<file path="src/shared/core_exec_params.svh">
// constants for the return/rotate/subtract/skip execution block
// assumes inclusion by bare name from the design
`ifndef CORE_EXEC_PARAMS_SVH
`define CORE_EXEC_PARAMS_SVH
`define RET_CYCLES 2'h2
`define SKIP_CYCLES 2'h2
`define PLAIN_CYCLES 2'h1
`define ACC_RST 8'h00
`define CARRY_RST 1'b0
`define FLAGS_RST 4'h0
`define WD_RST 8'h00
`define FLAG_C 0
`define FLAG_AC 1
`define FLAG_Z 2
`define FLAG_OV 3
`endif

</file>
<file path="src/shared/core_exec_pkg.sv">
// types for the return/rotate/subtract/skip execution block
// assumes nothing beyond the params header
package core_exec_pkg;
	typedef enum logic [3:0] {
		OP_NONE = 4'h0,
		OP_PLAIN_RETURN = 4'h1,
		OP_RETURN_WITH_LITERAL = 4'h2,
		OP_INTERRUPT_RETURN = 4'h3,
		OP_ROTATE_LEFT = 4'h4,
		OP_ROTATE_LEFT_TO_ACC = 4'h5,
		OP_ROTATE_LEFT_CARRY = 4'h6,
		OP_ROTATE_LEFT_CARRY_TO_ACC = 4'h7,
		OP_ROTATE_RIGHT = 4'h8,
		OP_ROTATE_RIGHT_TO_ACC = 4'h9,
		OP_ROTATE_RIGHT_CARRY = 4'ha,
		OP_ROTATE_RIGHT_CARRY_TO_ACC = 4'hb,
		OP_SUBTRACT_BORROW_TO_ACC = 4'hc,
		OP_SUBTRACT_BORROW_TO_MEMORY = 4'hd,
		OP_DECREMENT_SKIP_ZERO = 4'he,
		OP_DECREMENT_SKIP_ZERO_TO_ACC = 4'hf
	} exec_op_t;
	typedef enum logic [1:0] {
		ST_READY = 2'b00,
		ST_SECOND = 2'b01
	} exec_state_t;
endpackage

</file>
<file path="src/hdl/core_exec.sv">
// execution unit for returns, rotates, subtract-with-borrow and skips
// assumes the sequencer holds i_op until o_busy drops and supplies
// the memory operand and stack top on the same cycle as the op
// Function
// - plain return loads pc from stack top, flags kept, two cycles.
// - return with literal restores pc and loads the 8-bit literal into acc.
// - rotate left through carry into memory; old carry to bit 0.
// - rotate right into memory, bit 0 to bit 7, no flag changes.
// - rotate right through carry into acc; old carry to bit 7.
// - subtract borrow: acc + ~m + c to acc or memory; ov z ac c set.
// - decrement memory; zero result discards next fetch with a dummy cycle.
// - decrement into acc, memory kept, skip with dummy cycle on zero.
`include "core_exec_params.svh"
`timescale 1ns/100ps
`default_nettype none
module core_exec import core_exec_pkg::*; #(
	parameter int PC_W = 13
) (
	// clock and reset
	input wire logic i_clk,
	input wire logic i_arst_n,
	// instruction
	input wire logic i_valid,
	input wire exec_op_t i_op,
	input wire logic [7:0] i_literal,
	input wire logic [7:0] i_mem_rd,
	input wire logic [PC_W-1:0] i_stack_top,
	// results
	output logic o_busy,
	output logic [7:0] o_acc,
	output logic [3:0] o_flags,
	output logic o_global_interrupt_enable,
	output logic o_mem_we,
	output logic [7:0] o_mem_wd,
	output logic o_pc_load,
	output logic [PC_W-1:0] o_pc,
	output logic o_stack_pop,
	output logic o_discard_fetch
);
	// the stack port is at most 16 bits wide
	if (PC_W < 1 || PC_W > 16) begin : g_bad_pc_w
		$error("PC_W out of range");
	end
	// ============================================================
	// reset release
	logic rst_s1_q, rst_n_q;
	always_ff @(posedge i_clk or negedge i_arst_n) begin
		if (!i_arst_n) begin
			rst_s1_q <= 1'b0;
			rst_n_q <= 1'b0;
		end else begin
			rst_s1_q <= 1'b1;
			rst_n_q <= rst_s1_q;
		end
	end
	// ============================================================
	// datapath
	logic [7:0] acc_q, acc_d, wd_q, wd_d;
	logic [3:0] flags_q, flags_d;
	logic gie_q, gie_d, we_q, we_d, pcl_q, pcl_d, pop_q, pop_d;
	logic disc_q, disc_d;
	logic [PC_W-1:0] pc_q, pc_d;
	exec_state_t st_q, st_d;
	logic [8:0] sum;
	logic [4:0] lo;
	logic [7:0] dec, nm;
	logic c;
	always_comb begin
		c = flags_q[`FLAG_C];
		nm = ~i_mem_rd;
		sum = {1'b0, acc_q} + {1'b0, nm} + {8'h00, c};
		lo = {1'b0, acc_q[3:0]} + {1'b0, nm[3:0]} + {4'h0, c};
		dec = i_mem_rd - 8'h01;
		acc_d = acc_q;
		wd_d = wd_q;
		flags_d = flags_q;
		gie_d = gie_q;
		we_d = 1'b0;
		pcl_d = 1'b0;
		pop_d = 1'b0;
		disc_d = 1'b0;
		pc_d = pc_q;
		st_d = ST_READY;
		unique case (st_q)
		ST_READY: begin
			if (i_valid) begin
				unique case (i_op)
				OP_PLAIN_RETURN, OP_RETURN_WITH_LITERAL,
				OP_INTERRUPT_RETURN: begin
					pc_d = i_stack_top;
					pcl_d = 1'b1;
					pop_d = 1'b1;
					st_d = ST_SECOND;
					if (i_op == OP_RETURN_WITH_LITERAL)
						acc_d = i_literal;
					if (i_op == OP_INTERRUPT_RETURN)
						gie_d = 1'b1;
				end
				OP_ROTATE_LEFT: begin
					wd_d = {i_mem_rd[6:0], i_mem_rd[7]};
					we_d = 1'b1;
				end
				OP_ROTATE_LEFT_TO_ACC:
					acc_d = {i_mem_rd[6:0], i_mem_rd[7]};
				OP_ROTATE_LEFT_CARRY: begin
					wd_d = {i_mem_rd[6:0], c};
					we_d = 1'b1;
					flags_d[`FLAG_C] = i_mem_rd[7];
				end
				OP_ROTATE_LEFT_CARRY_TO_ACC: begin
					acc_d = {i_mem_rd[6:0], c};
					flags_d[`FLAG_C] = i_mem_rd[7];
				end
				OP_ROTATE_RIGHT: begin
					wd_d = {i_mem_rd[0], i_mem_rd[7:1]};
					we_d = 1'b1;
				end
				OP_ROTATE_RIGHT_TO_ACC:
					acc_d = {i_mem_rd[0], i_mem_rd[7:1]};
				OP_ROTATE_RIGHT_CARRY: begin
					wd_d = {c, i_mem_rd[7:1]};
					we_d = 1'b1;
					flags_d[`FLAG_C] = i_mem_rd[0];
				end
				OP_ROTATE_RIGHT_CARRY_TO_ACC: begin
					acc_d = {c, i_mem_rd[7:1]};
					flags_d[`FLAG_C] = i_mem_rd[0];
				end
				OP_SUBTRACT_BORROW_TO_ACC, OP_SUBTRACT_BORROW_TO_MEMORY: begin
					if (i_op == OP_SUBTRACT_BORROW_TO_ACC)
						acc_d = sum[7:0];
					else begin
						wd_d = sum[7:0];
						we_d = 1'b1;
					end
					flags_d[`FLAG_C] = sum[8];
					flags_d[`FLAG_AC] = lo[4];
					flags_d[`FLAG_Z] = (sum[7:0] == 8'h00);
					// overflow: like-signed operands, differing result sign
					flags_d[`FLAG_OV] = (acc_q[7] == nm[7]) &&
						(sum[7] != acc_q[7]);
				end
				OP_DECREMENT_SKIP_ZERO, OP_DECREMENT_SKIP_ZERO_TO_ACC: begin
					// flags are left alone even on a zero result
					if (i_op == OP_DECREMENT_SKIP_ZERO) begin
						wd_d = dec;
						we_d = 1'b1;
					end else
						acc_d = dec;
					if (dec == 8'h00) begin
						disc_d = 1'b1;
						st_d = ST_SECOND;
					end
				end
				default: ;
				endcase
			end
		end
		ST_SECOND: st_d = ST_READY;
		default: st_d = ST_READY;
		endcase
	end
	always_ff @(posedge i_clk or negedge rst_n_q) begin
		if (!rst_n_q) begin
			acc_q <= `ACC_RST;
			wd_q <= `WD_RST;
			flags_q <= `FLAGS_RST;
			gie_q <= 1'b0;
			we_q <= 1'b0;
			pcl_q <= 1'b0;
			pop_q <= 1'b0;
			disc_q <= 1'b0;
			pc_q <= '0;
			st_q <= ST_READY;
		end else begin
			acc_q <= acc_d;
			wd_q <= wd_d;
			flags_q <= flags_d;
			gie_q <= gie_d;
			we_q <= we_d;
			pcl_q <= pcl_d;
			pop_q <= pop_d;
			disc_q <= disc_d;
			pc_q <= pc_d;
			st_q <= st_d;
		end
	end
	// busy covers the dummy/second cycle so the sequencer stalls
	assign o_busy = (st_q == ST_SECOND);
	assign o_acc = acc_q;
	assign o_flags = flags_q;
	assign o_global_interrupt_enable = gie_q;
	assign o_mem_we = we_q;
	assign o_mem_wd = wd_q;
	assign o_pc_load = pcl_q;
	assign o_pc = pc_q;
	assign o_stack_pop = pop_q;
	assign o_discard_fetch = disc_q;
	// ============================================================
	// checks
	AST_RET_TWO: assert property (@(posedge i_clk) disable iff (!rst_n_q)
		(i_valid && st_q == ST_READY && i_op == OP_PLAIN_RETURN) |=>
		o_pc_load && o_busy && o_pc == $past(i_stack_top) &&
		$stable(o_flags) ##1 !o_busy)
		else $error("plain return timing wrong");
	AST_RET_LIT: assert property (@(posedge i_clk) disable iff (!rst_n_q)
		(i_valid && st_q == ST_READY && i_op == OP_RETURN_WITH_LITERAL) |=>
		o_acc == $past(i_literal) && $stable(o_flags))
		else $error("literal not loaded");
	AST_INTERRUPT_RETURN: assert property (@(posedge i_clk) disable iff (!rst_n_q)
		(i_valid && st_q == ST_READY && i_op == OP_INTERRUPT_RETURN) |=>
		o_global_interrupt_enable && o_pc_load)
		else $error("interrupt enable not set");
	AST_RLC: assert property (@(posedge i_clk) disable iff (!rst_n_q)
		(i_valid && st_q == ST_READY && i_op == OP_ROTATE_LEFT_CARRY) |=>
		o_mem_we && o_mem_wd == {$past(i_mem_rd[6:0]), $past(c)} &&
		o_flags[`FLAG_C] == $past(i_mem_rd[7]))
		else $error("rotate left carry wrong");
	AST_ROTATE_LEFT_CARRY_TO_ACC: assert property (@(posedge i_clk) disable iff (!rst_n_q)
		(i_valid && st_q == ST_READY && i_op == OP_ROTATE_LEFT_CARRY_TO_ACC)
		|=> !o_mem_we && o_acc == {$past(i_mem_rd[6:0]), $past(c)})
		else $error("rotate left carry to acc wrong");
	AST_RR: assert property (@(posedge i_clk) disable iff (!rst_n_q)
		(i_valid && st_q == ST_READY && i_op == OP_ROTATE_RIGHT) |=>
		o_mem_wd == {$past(i_mem_rd[0]), $past(i_mem_rd[7:1])} &&
		$stable(o_flags))
		else $error("rotate right wrong");
	AST_ROTATE_RIGHT_CARRY_TO_ACC: assert property (@(posedge i_clk) disable iff (!rst_n_q)
		(i_valid && st_q == ST_READY && i_op == OP_ROTATE_RIGHT_CARRY_TO_ACC)
		|=> o_acc[7] == $past(c) && o_flags[`FLAG_C] == $past(i_mem_rd[0]))
		else $error("rotate right carry to acc wrong");
	AST_SBC: assert property (@(posedge i_clk) disable iff (!rst_n_q)
		(i_valid && st_q == ST_READY && i_op == OP_SUBTRACT_BORROW_TO_ACC) |=>
		{o_flags[`FLAG_C], o_acc} == {1'b0, $past(o_acc)} +
		{1'b0, ~$past(i_mem_rd)} + {8'h00, $past(o_flags[`FLAG_C])} &&
		o_flags[`FLAG_Z] == (o_acc == 8'h00))
		else $error("subtract borrow wrong");
	AST_SDZ: assert property (@(posedge i_clk) disable iff (!rst_n_q)
		(i_valid && st_q == ST_READY && i_op == OP_DECREMENT_SKIP_ZERO &&
		i_mem_rd == 8'h01) |=> o_discard_fetch && o_busy && o_mem_we
		##1 !o_busy)
		else $error("skip not taken");
	AST_DECREMENT_SKIP_ZERO_TO_ACC: assert property (@(posedge i_clk) disable iff (!rst_n_q)
		(i_valid && st_q == ST_READY && i_op == OP_DECREMENT_SKIP_ZERO_TO_ACC
		&& i_mem_rd != 8'h01) |=> !o_discard_fetch && !o_busy && !o_mem_we)
		else $error("false skip");
	AST_RL: assert property (@(posedge i_clk) disable iff (!rst_n_q)
		(i_valid && st_q == ST_READY && i_op == OP_ROTATE_LEFT) |=>
		o_mem_wd == {$past(i_mem_rd[6:0]), $past(i_mem_rd[7])} &&
		$stable(o_flags))
		else $error("rotate left wrong");
	AST_SKIP_FLAGS: assert property (@(posedge i_clk) disable iff (!rst_n_q)
		(i_valid && st_q == ST_READY && (i_op == OP_DECREMENT_SKIP_ZERO ||
		i_op == OP_DECREMENT_SKIP_ZERO_TO_ACC)) |=> $stable(o_flags))
		else $error("skip changed flags");
endmodule // core_exec
`default_nettype wire

</file>
<file path="config.mk">
export PLATFORM = sky130hd
export DESIGN_NAME = core_exec
export DESIGN_NICKNAME = d
export VERILOG_FILES = /design/src/shared/core_exec_pkg.sv /design/src/hdl/core_exec.sv
export VERILOG_INCLUDE_DIRS = /design/src /design/src/shared
export SDC_FILE = /design/constraint.sdc
export NUM_CORES = 1
export LEC_CHECK = 0
export BUFFER_PORTS_ARGS = -buffer_cell sky130_fd_sc_hd__buf_2
export CAP_MARGIN = 20
export CORE_ASPECT_RATIO = 1.4
export CORE_UTILIZATION = 52
export DETAILED_ROUTE_END_ITERATION = 16
export PLACE_DENSITY_LB_ADDON = 0.3
export SYNTH_ARGS = -nofsm -noshare
export SYNTH_HDL_FRONTEND = slang
export SYNTH_SLANG_ARGS = --single-unit
</file>
<file path="constraint.sdc">
create_clock -name i_clk -period 1.9 [get_ports i_clk]
set_clock_uncertainty 0.15 [all_clocks]
set_input_delay 0.38 -clock i_clk [delete_from_list [all_inputs] [get_ports i_clk]]
set_output_delay 0.38 -clock i_clk [all_outputs]
set_load 0.05 [all_outputs]
</file>
* After elaboration in Yosys (flattened, before gate mapping)
Index checks and enable logic that the tools add are counted.
** Storage, ports and cells
- Flip-flop bits (word level) :: 41
- Input bits :: 36
- Output and inout port bits :: 39
- Logic and storage cells :: 84
** Cells by class
- Add/sub/neg operators :: 5
- Eq/ne operators :: 23
- Muxes and demuxes :: 24
- Bitwise logic cells :: 1
- Reductions and logical operators :: 19
** Operators with widths (number)
- case mux 8 bit (7 select lines) :: 1
- case mux 8 bit (6 select lines) :: 1
- 2-to-1 mux 8 bit :: 5
- == test 4 bit, second input constant :: 8
- == test 4 x 3 -> 1 bit, second input constant :: 4
- logical NOT 8 bit :: 2
- 2-to-1 mux 1 bit :: 13
- inequality test 2 bit, second input constant :: 5
- adder 8 x 8 -> 9 bit :: 1
- adder 9 x 1 -> 9 bit :: 1
- AND reduction 3 bit :: 3
- == test 4 x 2 -> 1 bit, second input constant :: 2
- NOT 8 bit :: 1
- OR reduction 2 bit :: 4
- subtractor 8 x 1 -> 8 bit, second input constant :: 1
- nonzero test 7 bit :: 1
- case mux 1 bit (3 select lines) :: 2
- AND reduction 6 bit :: 1
- nonzero test 6 bit :: 1
- adder 4 x 4 -> 5 bit :: 1
- adder 5 x 1 -> 5 bit :: 1
- AND reduction 5 bit :: 1
- == test 4 x 1 -> 1 bit, second input constant :: 1
- AND reduction 4 bit :: 1
- other kinds (10) :: 10

* Logic depth before layout (Yosys ltp)
- Depth after elaboration :: 6
- Gate-level depth with buffers :: 10
- Gate-level depth less buffers :: 10

* Worst setup path after synthesis
Ideal clock, no wire load.
- Path type :: register -> register
- From :: register acc_q[0] (netlist: o_acc[0])
- To :: register acc_q[6] (netlist: o_acc[6])
- Data arrival time :: 2.257 ns
- Path slack :: -0.638 ns
- Stages on the path, launching flop included :: 10
- Path through :: dfrtp_1 -> fa_1 -> inv_1 -> fa_1 -> nor2b_1 -> o211ai_1 -> a21boi_0 -> or3_1 -> a31oi_1 -> a31oi_1
** Between the ends
- Cells in the longest elaborated chain, start to end :: 4
** Ends and longest elaborated chain
- start: declaration :: line core_exec.sv:58 : logic [7:0] acc_q, acc_d, wd_q, wd_d;
- start signal: assignment :: line core_exec.sv:165 : acc_q <= `ACC_RST;
- adder 8 x 8 -> 9 bit :: line core_exec.sv:71 : sum = {1'b0, acc_q} + {1'b0, nm} + {8'h00, c};
- adder 9 x 1 -> 9 bit :: line core_exec.sv:71
- 2-to-1 mux 8 bit :: line core_exec.sv:130 : if (i_op == OP_SUBTRACT_BORROW_TO_ACC)
- case mux 8 bit (7 select lines) :: line core_exec.sv:87 : unique case (i_op)
Every way passes these cells. The select of a mux whose other input is x is not followed.
A chain may end at the register's enable or synchronous reset.

* Worst setup path after layout
- From :: register acc_q[0] (netlist: o_acc[0])
- To :: register wd_q[6] (netlist: o_mem_wd[6])
** Between the ends
- Cells in the longest elaborated chain, start to end :: 4
** Ends and longest elaborated chain
- adder 8 x 8 -> 9 bit :: line core_exec.sv:71
- adder 9 x 1 -> 9 bit :: line core_exec.sv:71
- 2-to-1 mux 8 bit :: line core_exec.sv:130
- case mux 8 bit (6 select lines) :: line core_exec.sv:87
- end signal: assignment :: line core_exec.sv:166 : wd_q <= `WD_RST;
- end signal: assignment :: line core_exec.sv:177 : wd_q <= wd_d;
- end: declaration :: line core_exec.sv:58
Every way passes these cells. The select of a mux whose other input is x is not followed.

==> results.toml <==
[sta]
timing_hold_violations_final = 0
clock.fmax_mhz = 413
setup_violations = 18
fin_crit_sh_pct = 127
hold_slack_ns = 0.152
setup_slack_ns = -0.519
maxSlewViolCount = 0
fin_crit_ns = 2.42
grt_setup_unrepaired = "true"

[floorplanning]
dieHeight_um = 86.3
start_util_pct = 54.1
coreArea_um2 = 4880
pin_count = 75
dieArea_um2 = 5370
die_w_um = 62.2
num_rows = 30

[routing]
drt-initial-drc-count = 228
routedWlPerCell_um = 18.0
drc_errors = 0
dr.pass1.iters = 5
vias_per_cell = 6.01
ant_nets = 0
wl_um = 9010
vias = 3007

[pwr]
pwr-share-seq_pct = 27.1
clkPwrFrac_pct = 17.3
combPwrFrac_pct = 55.5
powerDensity_nw_per_um2 = 1080
switchingPower_mw = 1.90
vdd_drop_max_v = 0.000811
p_sw_share_pct = 44.9
intPower_mw = 2.33
leakage_nw = 1.84

[outcome]
outcome = "finished with violations"
violations = "setup timing"

[worst_setup_path]
r2r_setup_slack_ns = -0.52
endpoint = "o_mem_wd[6]"
path_buf_inv = 1
timing.rr.end = "o_mem_wd[6]"
slowest_delay_ns = 0.44
required_ns = 1.93
cp.depth = 9
crit_start = "o_acc[0]"
worst_path_max_delay_cell = "dfrtp_2"
cp_common_cell = "fa_2"
worstRegToRegCells = 9
critical_path.top_delay_family = "compound AO/OA/AOI/OAI gates"
cp_max_fo = 2
critical_path_class = "reg2reg"
end_kind = "register"
reg2reg_from = "o_acc[0]"
start_kind = "register"
crit_path_cell_trace = "fa_2, inv_2, fa_2, nor2b_2, o211ai_1, a21boi_1, or3_4, a31oi_4, a31oi_1"
crit_arrival_ns = 2.45

[clocking]
cts_tree = "built"
path_clk_slew_ns = 0.09
htreeDepth = 2
root_buffer = "clkbuf_8"
clock_path_buffers = 2
clock-sinks = 40
cts_buffers = 5
clock_latency_ns = 0.30

[layout]
fin_cells = 500
drive_gt1_share_pct = 49.1
n_antenna_cell = 0
final_common_cell = "buf_4"
final_cell_mix = "buf_4, buf_2, dfrtp_1"
syn_to_final_growth_pct = 48.9
nNetsFinal = 482

[grt]
grt_pass1_wl_um = 14200
antenna_found_initial = 0
grtUsageMet1_pct = 38.3
met2_usage_pct = 60.8
grt.busiest_layer = "met2"
grt_pass1_vias = 3040
met3_usage_pct = 6.45
grt_max_degree = 39
track_usage_pct = 34.2
overflow = 0

[yosys]
yosysTopAreaCell = "dfrtp_1"
synth_top_area_share_pct = 37.9
synth_edf_count = 0
syn_inst = 292
synth_nets = 339
syn_avg_cell_area_um2 = 9.05
ys_ff_latch = 40
synth_flop_cell = "dfrtp_1"
syn_area_um2 = 2640
netlist_top_cells_area = "dfrtp_1, mux2_2, a21oi_1"
ys_warn_count = 0
synth-async-reset-ratio_pct = 100
yosysUniqueCellTypes = 56
yosysSeqAreaShare_pct = 37.9

[placement]
portBuffers = 74
gp_congestion = 0.991
placed_cells = 486
dp_hpwl_um = 6810
post-place-ws_ns = -0.644

[min_path]
hold_class = "reg2async"

[job]
maxCapViolations = 0
## logic make-up after synthesis
family,count (synthesis),synth area share [%]
DFF,40,37.9
muxes,16,6.77
AOI/OAI and AO/OA,101,24.8
adders and majority gates,11,5.78
and+or+nand+nor,79,15.0
other,1,0.142
buffers and inverters,31,5.31
xor gates and xnor gates,13,4.31
## power by group through the flow
| stage | clock, mW | combinational [mW] | sequential (mW) |
|---|---|---|---|
| 2_1_floorplan | 0 | 0.678 | 1.79 |
| 3_3_place_gp | 0 | 2.01 | 1.15 |
| 3_5_place_dp | 0 | 2.04 | 1.16 |
| 4_1_cts | 0.740 | 2.18 | 1.15 |
| 5_1_grt | 0.771 | 2.49 | 1.16 |
| 6_report | 0.734 | 2.35 | 1.15 |
## worst min path at each step
stage / endpoint / slack (ns) / cells past startpoint
4_1_cts: o_pc[7] / 0.15 / 2
6_report: o_acc[5] / 0.15 / 1
3_3_place_gp: rst_n_q / 0.02 / 1
2_1_floorplan: rst_n_q / -0.07 / 0
3_5_place_dp: rst_s1_q / 0.02 / 1
5_1_grt: o_pc[9] / 0.15 / 2
## timing repair
item,4_1_cts,5_1_grt
setup endpoints to repair,18,20
buffers inserted,4,2
resized for setup,14,18
endpoints found under the hold margin,2,0
pin swaps,13,12
cloned,0,0
hold buffers,1,0
## cells in the mapped netlist, drive strengths merged (2+ instances only)
cell and instances:
a21boi 2, o31ai 3, fa 2, a21o 2
nor3 8, buf 14, a21oi 30, or2 2
inv 14, or3 4, nor2 28, xor2 5
o22ai 7, o221ai 2, o21ai 17, nor2b 2
xnor2 8, o21bai 2, a22oi 8, o22a 5
a2bb2oi 2, dfrtp 40, a211oi 4, a31o 2
clkbuf 2, o211ai 3, nand4 4, nand2 18
mux2 15, o21a 3, ha 9, a31oi 5
nand3 5
## per-stage QoR
step           TNS (ns)  util (%)  cell area, µm²  power (mW)
2_1_floorplan     -4.18         -            2690        2.47
3_3_place_gp      -8.58      73.9            3610        3.17
3_5_place_dp      -9.91      73.9            3610        3.20
4_1_cts           -5.57      78.5            3830        4.07
5_1_grt           -7.93      80.6            3930        4.43
6_report          -6.11      80.6            3930        4.23
## cell type report
type | instances | area (µm²)
well taps | 64 | 80.1
repair buffers | 152 | 975
multi-input cells | 221 | 1700
clock buffers | 5 | 68.8
inverters | 15 | 56.3
fillers | 341 | 946
flip-flops and latches | 40 | 1010
clock inverters | 3 | 46.3
## worst register-to-register path, delay by kind of cell, from the launching register on
kind	cells	cell delay (ns)
flops	1	0.44
compound gates	4	0.64
fa+ha+maj	2	0.58
buf+inv	1	0.07
simple gates	2	0.42
## flip-flops by register name, indices dropped and copies added, names as in the netlist
name / count
o_stack_pop: 1
rst_n_q: 1
o_pc: 13
o_global_interrupt_enable: 1
o_mem_wd: 8
st_q: 1
o_flags: 4
rst_s1_q: 1
o_acc: 8
o_discard_fetch: 1
o_mem_we: 1
## layer usage
metal  share of wire (%)  vias to the layer above  wire length [µm]
li1                    -                     1341                 -
met1                  38                     1453              3400
met2                  51                      173              4600
met3                 6.7                       40               599
met4                 4.5                        0               404
met5                   0                        -                 0
Note: power is estimated with default switching activity, not from simulation.
